## config.mk

```make
export PLATFORM = sky130hd
export DESIGN_NAME = sir_regs
export DESIGN_NICKNAME = d
export VERILOG_FILES = /design/src/core/sir_word_reg.v /design/src/core/sir_result_code.v /design/src/core/sir_regs.v
export VERILOG_INCLUDE_DIRS = /design/src /design/src/inc
export SDC_FILE = /design/constraint.sdc
export NUM_CORES = 1
export LEC_CHECK = 0
export ABC_AREA = 1
export BUFFER_PORTS_ARGS = -buffer_cell sky130_fd_sc_hd__buf_4
export CAP_MARGIN = 25
export CELL_PAD_IN_SITES_DETAIL_PLACEMENT = 1
export CELL_PAD_IN_SITES_GLOBAL_PLACEMENT = 1
export CORE_ASPECT_RATIO = 1.75
export CORE_MARGIN = 2
export CORE_UTILIZATION = 40
export CTS_CLUSTER_SIZE = 14
export DETAILED_ROUTE_END_ITERATION = 8
export PLACE_DENSITY = 0.9
export RECOVER_POWER = 50
export SLEW_MARGIN = 20
export SYNTH_ARGS = -nofsm -noshare
export SYNTH_HDL_FRONTEND = slang
export SYNTH_SLANG_ARGS = --single-unit
```

## constraint.sdc

```tcl
create_clock -name CLK -period 1.8 [get_ports CLK]
set_input_delay 0.45 -clock CLK [delete_from_list [all_inputs] [get_ports CLK]]
set_output_delay 0.45 -clock CLK [all_outputs]
set_load 0.02 [all_outputs]
```

## src/inc/sir_consts.vh

```
// register offsets, field positions and reset values of the id and self-test bank
`ifndef SIR_CONSTS_VH
`define SIR_CONSTS_VH
`define SIR_IDX_SCRATCH_ONE 6'h2C
`define SIR_IDX_SCRATCH_TWO 6'h2D
`define SIR_IDX_VERSION 6'h2E
`define SIR_IDX_SELF_TEST_RESULT 6'h2F
`define SIR_REG_W 24
`define SIR_SCRATCH_RST 24'h00_0000
`define SIR_CODE_PASS 4'hA
`define SIR_CODE_FAIL 4'hF
`define SIR_SELF_TEST_RESULT_RST 24'h0A_AAAA
`define SIR_TYPE_LSB 16
`define SIR_REV_LSB 8
`define SIR_ROM_LSB 0
`define SIR_EXEC_LSB 16
`define SIR_DRAM_LSB 12
`define SIR_PROG_RAM_LSB 8
`define SIR_DATA_ROM_LSB 4
`define SIR_PROG_ROM_LSB 0
`define SIR_NUM_TESTS 5
`endif

```

## src/core/sir_word_reg.v

```verilog
// one 24-bit software register with reset value and optional load from hardware
`default_nettype none
module sir_word_reg #(
	parameter WIDTH = 24,
	parameter [WIDTH-1:0] RST_VAL = {WIDTH{1'b0}}
) (
	input wire clk,
	input wire reset_n,
	input wire sw_we,
	input wire [WIDTH-1:0] sw_wdata,
	input wire [WIDTH-1:0] hw_mask,
	input wire [WIDTH-1:0] hw_wdata,
	output reg [WIDTH-1:0] value_q
);
	reg [WIDTH-1:0] value_d;

	// hardware load beats a software write on the same bits
	always @*
	begin
		value_d = value_q;
		if (sw_we)
			value_d = sw_wdata;
		value_d = (value_d & ~hw_mask) | (hw_wdata & hw_mask);
	end

	always @(posedge clk)
	begin
		if (!reset_n)
			value_q <= RST_VAL;
		else
			value_q <= value_d;
	end
endmodule // sir_word_reg
`default_nettype wire

```

## src/core/sir_result_code.v

```verilog
// turns a built-in test done/fail strobe pair into a field load
`default_nettype none
`include "sir_consts.vh"
module sir_result_code (
	input wire done,
	input wire fail,
	output wire load,
	output wire [3:0] code
);
	assign load = done;
	assign code = fail ? `SIR_CODE_FAIL : `SIR_CODE_PASS;
endmodule // sir_result_code
`default_nettype wire

```

## src/core/sir_regs.v

```verilog
// id, scratch and self-test register bank behind an APB slave
// Functional notes
// - two independent 24-bit scratch registers at 0x2C and 0x2D, all bits RW, reset to zero.
// - the scratch registers have no hardware effect and read back exactly what was written.
// - a version register at 0x2E holds chip type 23:16, hardware revision 15:8, ROM version 7:0.
// - a self-test register at 0x2F holds five 4-bit results: execution unit, RAMs and ROMs.
// - each result reads hex A for pass and hex F for fail.
// - the self-test register resets to zero in 23:20 and the pass code in every result field.
//
// Design decision made here: the APB interface to the registers.
`default_nettype none
`include "sir_consts.vh"
module sir_regs #(
	parameter [7:0] CHIP_TYPE = 8'h5A, // arbitrary value
	parameter [7:0] HW_REV = 8'h11, // arbitrary value
	parameter [7:0] ROM_VER = 8'h22 // arbitrary value
) (
	input wire CLK,
	input wire RESET_N,
	input wire PSEL,
	input wire PENABLE,
	input wire PWRITE,
	input wire [7:0] PADDR,
	input wire [31:0] PWDATA,
	input wire [3:0] PSTRB,
	output wire PREADY,
	output wire PSLVERR,
	output reg [31:0] PRDATA,
	input wire [4:0] TEST_DONE,
	input wire [4:0] TEST_FAIL
);
	// -----------------------------------------------
	// bus decode
	// -----------------------------------------------
	localparam [23:0] VERSION_RST = {CHIP_TYPE, HW_REV, ROM_VER};

	function [23:0] merge_strb;
		input [23:0] old_v;
		input [23:0] new_v;
		input [3:0] strb;
		integer i;
		begin
			for (i = 0; i < 3; i = i + 1)
				merge_strb[i*8 +: 8] = strb[i] ? new_v[i*8 +: 8] : old_v[i*8 +: 8];
		end
	endfunction

	wire [5:0] idx = PADDR[7:2];
	wire aligned = (PADDR[1:0] == 2'b00);
	wire hit_s1 = aligned && (idx == `SIR_IDX_SCRATCH_ONE);
	wire hit_s2 = aligned && (idx == `SIR_IDX_SCRATCH_TWO);
	wire hit_ver = aligned && (idx == `SIR_IDX_VERSION);
	wire hit_st = aligned && (idx == `SIR_IDX_SELF_TEST_RESULT);
	wire mapped = hit_s1 | hit_s2 | hit_ver | hit_st;
	wire access = PSEL && PENABLE;
	wire wr = access && PWRITE && mapped;

	// zero wait states; unmapped addresses answer with an error
	assign PREADY = 1'b1;
	assign PSLVERR = access && !mapped;

	wire [23:0] s1_q;
	wire [23:0] s2_q;
	wire [23:0] ver_q;
	wire [23:0] st_q;

	// -----------------------------------------------
	// registers
	// -----------------------------------------------
	sir_word_reg #(.WIDTH(24), .RST_VAL(`SIR_SCRATCH_RST)) u_s1 (
		.clk(CLK), .reset_n(RESET_N), .sw_we(wr && hit_s1),
		.sw_wdata(merge_strb(s1_q, PWDATA[23:0], PSTRB)),
		.hw_mask(24'h00_0000), .hw_wdata(24'h00_0000), .value_q(s1_q));

	sir_word_reg #(.WIDTH(24), .RST_VAL(`SIR_SCRATCH_RST)) u_s2 (
		.clk(CLK), .reset_n(RESET_N), .sw_we(wr && hit_s2),
		.sw_wdata(merge_strb(s2_q, PWDATA[23:0], PSTRB)),
		.hw_mask(24'h00_0000), .hw_wdata(24'h00_0000), .value_q(s2_q));

	// version fields are writable too, reset to the build values
	sir_word_reg #(.WIDTH(24), .RST_VAL(VERSION_RST)) u_ver (
		.clk(CLK), .reset_n(RESET_N), .sw_we(wr && hit_ver),
		.sw_wdata(merge_strb(ver_q, PWDATA[23:0], PSTRB)),
		.hw_mask(24'h00_0000), .hw_wdata(24'h00_0000), .value_q(ver_q));

	// -----------------------------------------------
	// self-test result loading
	// -----------------------------------------------
	wire [4:0] ld;
	wire [19:0] codes;
	genvar g;
	generate
		for (g = 0; g < `SIR_NUM_TESTS; g = g + 1)
		begin : g_res
			sir_result_code u_code (
				.done(TEST_DONE[g]), .fail(TEST_FAIL[g]),
				.load(ld[g]), .code(codes[g*4 +: 4]));
		end
	endgenerate

	// index 0..4 = program rom, data rom, program ram, data ram, execution unit
	wire [23:0] st_mask = {4'h0, {4{ld[4]}}, {4{ld[3]}}, {4{ld[2]}}, {4{ld[1]}}, {4{ld[0]}}};
	wire [23:0] st_hw = {4'h0, codes};

	sir_word_reg #(.WIDTH(24), .RST_VAL(`SIR_SELF_TEST_RESULT_RST)) u_st (
		.clk(CLK), .reset_n(RESET_N), .sw_we(wr && hit_st),
		.sw_wdata(merge_strb(st_q, PWDATA[23:0], PSTRB)),
		.hw_mask(st_mask), .hw_wdata(st_hw), .value_q(st_q));

	// -----------------------------------------------
	// read data
	// -----------------------------------------------
	always @(posedge CLK)
	begin
		if (!RESET_N)
			PRDATA <= 32'h0000_0000;
		else if (PSEL && !PENABLE && !PWRITE)
		begin
			case (1'b1)
				hit_s1: PRDATA <= {8'h00, s1_q};
				hit_s2: PRDATA <= {8'h00, s2_q};
				hit_ver: PRDATA <= {8'h00, ver_q};
				hit_st: PRDATA <= {8'h00, st_q};
				default: PRDATA <= 32'h0000_0000;
			endcase
		end
	end
endmodule // sir_regs
`default_nettype wire

```

---- After elaboration in Yosys (flattened, before gate mapping) ----
Index checks and enable logic that the tools add are counted.
word-level totals
  bits in registers ....................... 128
  input bits .............................. 59
  output and inout port bits .............. 34
  logic and storage cells ................. 62
operators by class
  equal/unequal tests ..................... 4
  mux-type cells .......................... 13
  bitwise logic cells ..................... 7
  reductions and logical operators ........ 27
operators with widths
  operator              count
  $mux W24              5
  $and A24 B24 Y24      1
  $eq A6 B6 Y1 const B  4
  $mux W8               3
  $not A20 Y24          1
  $or A24 B24 Y24       1
  $and A20 B20 Y20      1
  $reduce_and A2 Y1     9
  $mux W3               5
  $logic_and A1 B1 Y1   14
  $logic_not A1 Y1      3
  $or A1 B1 Y1          3
  $logic_not A2 Y1      1

---- Longest topological paths before layout ----
Gate-level depths: netlist of run 1.
  depth in word-level cells ............... 10
  gate-level depth with buffers ........... 11
  depth with buffers taken out ............ 10

---- Modules after synthesis ----
Synthesis of run 1 repeated with hierarchy kept, for this count alone.
unflattened totals
  cell total of the unflattened synthesis .. 1,534
  area total of the unflattened synthesis .. 8,400.6 sq um
by module, submodules not included
  module                    times used  cells an instance  area an instance (sq um)  sequential area each (sq um)
  sir_regs                  1           611                3,031.7                   480.5
  sir_word_reg at u_s1 ...  2           223                1,282.5                   480.5
  sir_word_reg at u_ver     1           224                1,312.5                   480.5
  sir_word_reg at u_st      1           223                1,285.0                   480.5
  sir_result_code           5           6                  41.3                      0.0

---- Worst setup path after synthesis of run 1 ----
Ideal clock, no wire load.
  path kind ............................... input -> output
  start ................................... input PADDR[5]
  end ..................................... output PSLVERR
  arrival ................................. 1,345 ps
  data required time ...................... 1,350 ps
  path slack .............................. 5 ps
  stages .................................. 7
  path buffers ............................ 0
  cells stage by stage .................... nand2_1 -> inv_1 -> nand2_4 -> nor2_2 -> nor2_4 -> nand2_4 -> nor2_1
between the ends
  word-level cells in the longest chain between the ends .. 7
RTL lines
  item                                    line                          RTL
  from (decl)                             sir_regs.v:23                 input wire [7:0] PADDR,
  $eq A6 B6 Y1 (no source line)           n/a
  $logic_and A1 B1 Y1 (on tied branches)  sir_regs.v:50, sir_regs.v:51
  $or A1 B1 Y1 (2 in a row)               sir_regs.v:54                 wire mapped = hit_s1 | hit_s2 | hit_ver | hit_st;
  $or A1 B1 Y1 (*)                        sir_regs.v:54
  $logic_not A1 Y1 (*)                    sir_regs.v:60                 assign PSLVERR = access && !mapped;
  $logic_and A1 B1 Y1 (*)                 sir_regs.v:60
  to (decl)                               sir_regs.v:27                 output wire PSLVERR,
Every way passes the cells marked *; elsewhere a longest branch is shown, timed or not.

---- Worst setup path in the final report of run 1 ----
  start ................................... input PADDR[0]
  end ..................................... output PSLVERR
between the ends
  word-level cells in the longest chain between the ends .. 7
RTL lines
  item                                    line                          RTL
  $logic_not A2 Y1 (*)                    sir_regs.v:49                 wire aligned = (PADDR[1:0] == 2'b00);
  $logic_and A1 B1 Y1 (on tied branches)  sir_regs.v:50, sir_regs.v:51
  $or A1 B1 Y1 (2 in a row)               sir_regs.v:54
  $or A1 B1 Y1 (*)                        sir_regs.v:54
  $logic_not A1 Y1 (*)                    sir_regs.v:60
  $logic_and A1 B1 Y1 (*)                 sir_regs.v:60
Marked as above.

==> results by group, run 1 <==
Status
  – Status: completed

GRT
  – Largest net degree at the start of global routing: 81
  – Total Routing Usage GR: 0.301
  – Antenna violations before repair: 0
  – Vias in the first global route: 6,250
  – Global route total overflow: 0
  – First-pass GRT wire length: 33,100 microns

Floorplan
  – Core box area: 0.0133 sq mm
  – Num ports: 93
  – Die area: 0.0145 sq mm
  – Die Y: 158 microns
  – Die Width: 91.8 microns
  – Rows: 56
  – Initial core utilization: 0.405

Pwr
  – Internal Pwr Total: 4990 uW
  – Net Sw Power: 1600 uW
  – Reg power frac: 0.407
  – Clock network fraction of total power: 0.533
  – Peak VDD IR: 0.533 mV
  – Leakage: 0.00295 uW
  – Power density cells: 944 mW/mm^2
  – Sw Share: 0.243
  – Combinational power share: 0.060

Worst setup path
  – Crit-path max cell delay: 0.17 ns
  – Setup Crit Path Kind: input port to output pin
  – CP Data Arrival Time: 1.32 ns
  – Req. time, crit path: 1.35 ns
  – CP cell instances: buf_4, nor2_4, nand2_1, nor2_4, nor2_4, nand2_4, nor2_4, buf_6
  – CP Launch Type: input port
  – Slowest-stage cell, CP: nor2_4
  – CP dominant cell by count: nor2_4
  – Kind of end point of the critical path: output pin
  – Crit path buf inv count: 2
  – Max FO, Critical Path: 5
  – Delay-heaviest family, CP: simple AND/OR/NAND/NOR gates

Layout
  – Commonest non-fill, non-tap cell in the layout: nand2_1
  – Layout Cells excl Fill: 1,027
  – Fill cells: 1,690
  – Layout cells sized above 1: 0.186
  – Most frequent cells in the layout: nand2_1, dfxtp_1, buf_4, nand3_1, o21ai_0
  – Final net count: 900
  – FF+latch area: 0.00240 sq mm
  – P&R area growth vs syn: 29.2%
  – Ant diodes: 0
  – Multi-input gate area: 0.00255 sq mm

Detailed routing
  – Post-route DRC: 0
  – Post-route ant nets: 0
  – Average wire per standard cell: 21.0 microns
  – Post-Route WL: 21,500 microns
  – Iteration count of the initial detailed-routing pass: 5
  – Vias/cell: 5.79
  – Iter 0 DRT Violations: 476
  – Vias: 5,946

Logic synthesis
  – YS warnings: 0
  – Yosys reg bits: 120
  – Post-synth cell types: 29
  – Sequential element share of the synthesized area: 0.445
  – Mean area per synthesized cell: 7.30 sq um
  – Syn Inst Count: 739
  – Post-Syn Area: 0.00540 sq mm

Clocking
  – Num CTS Buffers: 17
  – H-tree levels: 4
  – CTS sink count: 120
  – Max clock buf depth: 2
  – Clock transition at path regs: 0.06 ns
  – Later-pin clock latency in the skew report: 0.42 ns
  – CTS tree: yes
  – Clk root buf: clkbuf_16

Flow run
  – Max cap viols: 0

Timing
  – Minimum clock period: 1.77 ns
  – Setup violations, final: 0
  – Max-slew violations: 0
  – F_max: 0.566 GHz
  – Clk_skew: 0.00582 ns
  – Setup Total Neg Slack: 0 ns
  – Hold WS: 0.275 ns
  – Final Cycle Share: 0.982
  – Hold Fails Final Rpt: 0
  – RSZ-0062 raised after global routing: yes
  – Final setup margin: 0.0328 ns

Min path
  – Hold Path Class: input port to register

Placed design
  – Placed cells: 990
  – Dpl hpwl: 13,500 microns
  – IO buf count: 74
  – Worst slack, placed: -0.139 ns
  – Final GP Congestion: 0.861
==> worst register-to-register path: stages, from the launching register on <==
cell and delay, ns:
dfxtp_1 0.32, inv_1 0.06, o211ai_1 0.29, nand2_1 0.16, a21oi_1 0.15
==> per-stage QoR <==
stage / utilization / total power (uW) / area [sq um]
floorplan: - / 2910 / 5420
global placement: 0.479 / 3090 / 6380
detailed placement: 0.479 / 3100 / 6380
CTS: 0.528 / 6580 / 7030
global route: 0.524 / 6760 / 6970
finish: 0.524 / 6590 / 6970
==> power by group through the flow <==
| stage | Clock [uW] | Combinational, uW | Sequential (uW) |
|---|---|---|---|
| 2_1_floorplan | 0 | 175 | 2730 |
| 3_3_place_gp | 0 | 357 | 2740 |
| 3_5_place_dp | 0 | 364 | 2740 |
| 4_1_cts | 3520 | 378 | 2680 |
| 5_1_grt | 3670 | 418 | 2680 |
| 6_report | 3510 | 393 | 2680 |
==> synth_stat cells <==
cell,n,area (sq um)
nand2_1,124,465
dfxtp_1,120,2400
nand3_1,87,435
o21ai_0,75,375
a21oi_1,72,360
inv_1,65,244
nor2_1,64,240
clkbuf_1,25,93.8
nor3_1,19,95.1
o211ai_1,15,113
buf_2,13,65.1
a31oi_1,10,62.6
buf_4,10,75.1
nand3b_1,8,60.1
nor2_4,7,78.8
nor2_2,4,25.0
buf_6,2,22.5
clkinv_1,2,7.51
conb_1,2,7.51
inv_2,2,7.51
nand2_4,2,22.5
nand4_1,2,12.5
nand4_4,2,42.5
o2111ai_1,2,17.5
nand3_2,1,10.0
nand3_4,1,17.5
nand4_2,1,12.5
nor2_8,1,20.0
o21ai_1,1,5.00
==> path summary, 6_finish.rpt <==
kind	slack, ns	depth (start not counted)	end	from
worst max-delay path	0.03	8	PSLVERR	PADDR[0]
worst min-delay path	0.28	3	u_ver.value_q[15]$_SDFFE_PN0P_	PWDATA[15]
worst max register to register	0.75	4	PRDATA[9]$_SDFFE_PN0P_	u_ver.value_q[9]$_SDFFE_PN0P_
worst min register to register	0.45	2	u_s2.value_q[17]$_SDFFE_PN0P_	u_s2.value_q[17]$_SDFFE_PN0P_
==> timing repair <==
| action | in CTS | in global routing |
|---|---|---|
| gates resized for setup | 3 | 7 |
| hold buffers | 0 | 0 |
| setup buffers | 5 | 1 |
| endpoints found under the setup margin | 1 | 2 |
| pin swaps | 6 | 2 |
==> routing by layer <==
layer  vias to the layer above  track usage  wire length (microns)  share of wire
met5                         -            0                      0              0
met4                         0        0.234                   1580          0.073
met3                       113       0.0466                   1190          0.055
met2                       300        0.544                  11500           0.53
met1                      2881        0.306                   7280           0.34
li1                       2652            -                      -              -
==> registers in the layout (all words and copies together) (netlist names), named ones only <==
name and count:
u_st.value_q 14, u_s2.value_q 24, u_s1.value_q 24, PRDATA 24
u_ver.value_q 24
==> logic make-up after synthesis <==
group	count (synthesis)	share of synthesized area
and+or+nand+nor	323	0.285
DFF	120	0.445
other	2	0.00139
AOI/OAI and AO/OA	175	0.173
buffers and inverters	119	0.0955
==> final cells by class <==
type / instances / area share
repair buffers: 126 / 0.136
clock buffers: 17 / 0.0610
multi-input cells: 507 / 0.365
clock inverters: 14 / 0.0253
inverters: 69 / 0.0371
well taps: 174 / 0.0312
flip-flops and latches: 120 / 0.344
Power figures use the tool's default switching activity.
==> run 2, diff against run 1 <==
--- a/config.mk
+++ b/config.mk
@@ -13,10 +13,11 @@
 export CELL_PAD_IN_SITES_GLOBAL_PLACEMENT = 1
 export CORE_ASPECT_RATIO = 1.75
 export CORE_MARGIN = 2
-export CORE_UTILIZATION = 40
+export CORE_UTILIZATION = 36
+export CTS_CLUSTER_DIAMETER = 150
 export CTS_CLUSTER_SIZE = 14
 export DETAILED_ROUTE_END_ITERATION = 8
-export PLACE_DENSITY = 0.9
+export PLACE_DENSITY = 0.86
 export RECOVER_POWER = 50
 export SLEW_MARGIN = 20
 export SYNTH_ARGS = -nofsm -noshare
==> constraint.sdc (replaced) <==
create_clock -name CLK -period 1.53 [get_ports CLK]
set_input_delay 0.3825 -clock CLK [delete_from_list [all_inputs] [get_ports CLK]]
set_output_delay 0.3825 -clock CLK [all_outputs]
set_load 0.02 [all_outputs]
==> results by group, run 2 (same netlist as run 1, synthesis figures left out) <==
Floorplan
  – Core box area: 0.0148 sq mm (+11%)
  – Num ports: 93 (unchanged)
  – Die Y: 166 microns (+5.3%)
  – Rows: 59 (+5.4%)
  – Die Width: 96.6 microns (+5.2%)
  – Initial core utilization: 0.366 (-0.0398)
  – Die area: 0.0160 sq mm (+11%)

Clocking
  – Later-pin clock latency in the skew report: 0.42 ns (about the same)
  – H-tree levels: 4 (unchanged)
  – CTS sink count: 120 (unchanged)
  – Max clock buf depth: 2 (unchanged)
  – Num CTS Buffers: 17 (unchanged)
  – Clock transition at path regs: 0.05 ns (about the same)
  – Clk root buf: clkbuf_16
  – Hold_buf cts: 0 (unchanged)
  – CTS tree: yes

Placed design
  – Final GP Congestion: 0.871 (+1.1%)
  – Placed inst area: 0.00638 sq mm (about the same)
  – Worst slack, placed: -0.367 ns (-0.228 ns)
  – Dpl hpwl: 12,800 microns (-5.2%)
  – IO buf count: 74 (unchanged)

Pwr
  – Power density cells: 1120 mW/mm^2 (+19%)
  – Peak VDD IR: 0.805 mV (+51%)
  – Leakage: 0.00304 uW (+2.9%)

Timing
  – Setup Total Neg Slack: -0.0330 ns (-0.0330 ns)
  – Clk_skew: 0.00661 ns (+0.000786 ns)
  – Max-slew violations: 0 (unchanged)
  – Hold WS: 0.216 ns (-0.0588 ns)
  – Hold Fails Final Rpt: 0 (unchanged)
  – Minimum clock period: 1.56 ns
  – Final Cycle Share: 1.02
  – RSZ-0062 raised after global routing: yes
  – F_max: 0.640 GHz
  – Setup violations, final: 1 (+1)
  – Final setup margin: -0.0330 ns (-0.0658 ns)

Flow run
  – Max cap viols: 0 (unchanged)

Worst setup path
  – Worst-case reg-to-reg path depth: 4 (unchanged)
  – CP Data Arrival Time: 1.18 ns (-0.14 ns)
  – R2r setup slk: 0.57 ns (-0.18 ns)
  – Critical R2R Capture: PRDATA[6]$_SDFFE_PN0P_
  – Setup crit start: PADDR[5]
  – CP Launch Type: input port
  – Kind of end point of the critical path: output pin
  – Req. time, crit path: 1.15 ns (-0.20 ns)
  – Max FO, Critical Path: 4 (-1)
  – R2r startpoint: u_ver.value_q[6]$_SDFFE_PN0P_
  – Setup Crit Path Kind: input port to output pin
  – Critical path endpoint: PSLVERR

GRT
  – Vias in the first global route: 5,991 (-4.1%)
  – Met1 Track Usage GR: 0.250 (-0.0558)
  – Antenna violations before repair: 0 (unchanged)
  – Global route total overflow: 0 (unchanged)
  – Total Routing Usage GR: 0.253 (-0.0479)
  – Most Crowded Layer GR: met2
  – M3 GR Usage: 0.0549 (+0.00826)
  – Largest net degree at the start of global routing: 81 (unchanged)
  – First-pass GRT wire length: 30,600 microns (-7.6%)
  – GRT met2 Usage: 0.462 (-0.0825)

Layout
  – Layout cells sized above 1: 0.207 (+0.0211)
  – P&R area growth vs syn: 32.6%
  – Final Cell Area: 0.00715 sq mm (+2.6%)
  – Ant diodes: 0 (unchanged)
  – Final net count: 904 (+0.44%)
  – Most frequent cells in the layout: dfxtp_1, nand2_1, buf_4, nand3_1, a21oi_1
  – Fin util: 0.484 (-0.0394)

Detailed routing
  – Post-route ant nets: 0 (unchanged)
  – Iteration count of the initial detailed-routing pass: 7 (+2)
  – Iter 0 DRT Violations: 415 (-13%)
  – Vias/cell: 5.54 (-4.2%)
  – Post-Route WL: 20,500 microns (-4.9%)
  – Vias: 5,771 (-2.9%)
  – Post-route DRC: 0 (unchanged)
  – Average wire per standard cell: 19.7 microns (-6.1%)

Min path
  – Hold Path Class: input port to register
  – Critical hold path startpoint: PWDATA[19]
  – Worst hold path depth: 3 (unchanged)

Status
  – Violated checks: setup timing
  – Status: finished with violations
[run 2: critical path, cell delays in order]
cell	delay, ns
buf_4	0.12
nand2_4	0.07
inv_4	0.04
nand2_8	0.10
nor2_4	0.06
nor2_4	0.14
nand2_4	0.07
nor2_4	0.08
buf_6	0.12
[run 2: worst min-delay path by stage]
stage	to	slack [ns]
floorplan	u_s2.value_q[11]$_SDFFE_PN0P_	0.43
global placement	u_s2.value_q[9]$_SDFFE_PN0P_	0.44
detailed placement	u_s2.value_q[18]$_SDFFE_PN0P_	0.45
CTS	u_st.value_q[13]$_SDFF_PN1_	0.21
global route	u_ver.value_q[6]$_SDFFE_PN0P_	0.23
finish	u_st.value_q[19]$_SDFF_PN1_	0.22
[run 2: cell type report]
| type | count | area [sq um] |
|---|---|---|
| well taps | 183 | 229 |
| multi-input cells | 507 | 2580 |
| repair buffers | 130 | 1020 |
| clock buffers | 22 | 484 |
| inverters | 69 | 270 |
| flip-flops and latches | 120 | 2400 |
| clock inverters | 10 | 166 |
| fillers | 1826 | 7610 |
[run 2: stage by stage]
step | std cells | total power (uW)
after floorplan | 746 | 3420
after global placement | 994 | 3650
after detailed placement | 994 | 3660
after CTS | 1036 | 8030
after global routing | 1041 | 8220
final | 1041 | 8030
[run 2: report_power, final]
group / switching [uW] / total (uW) / internal [uW] / leakage [uW]
combinational: 298 / 476 / 178 / 0.00176
clock: 1500 / 4400 / 2900 / 0.000313
sequential: 9.80 / 3150 / 3140 / 0.000969
[run 2: timing repair]
action	in CTS	in global routing
pin swaps	11	19
buffers inserted	10	8
setup endpoints to repair	2	53
resized for setup	11	29
cloned	0	0
[run 2: layer usage]
layer | vias to the layer above | wire length, microns
li1 | 2656 | -
met5 | - | 0
met2 | 199 | 11400
met3 | 74 | 891
met1 | 2842 | 7100
met4 | 0 | 1150
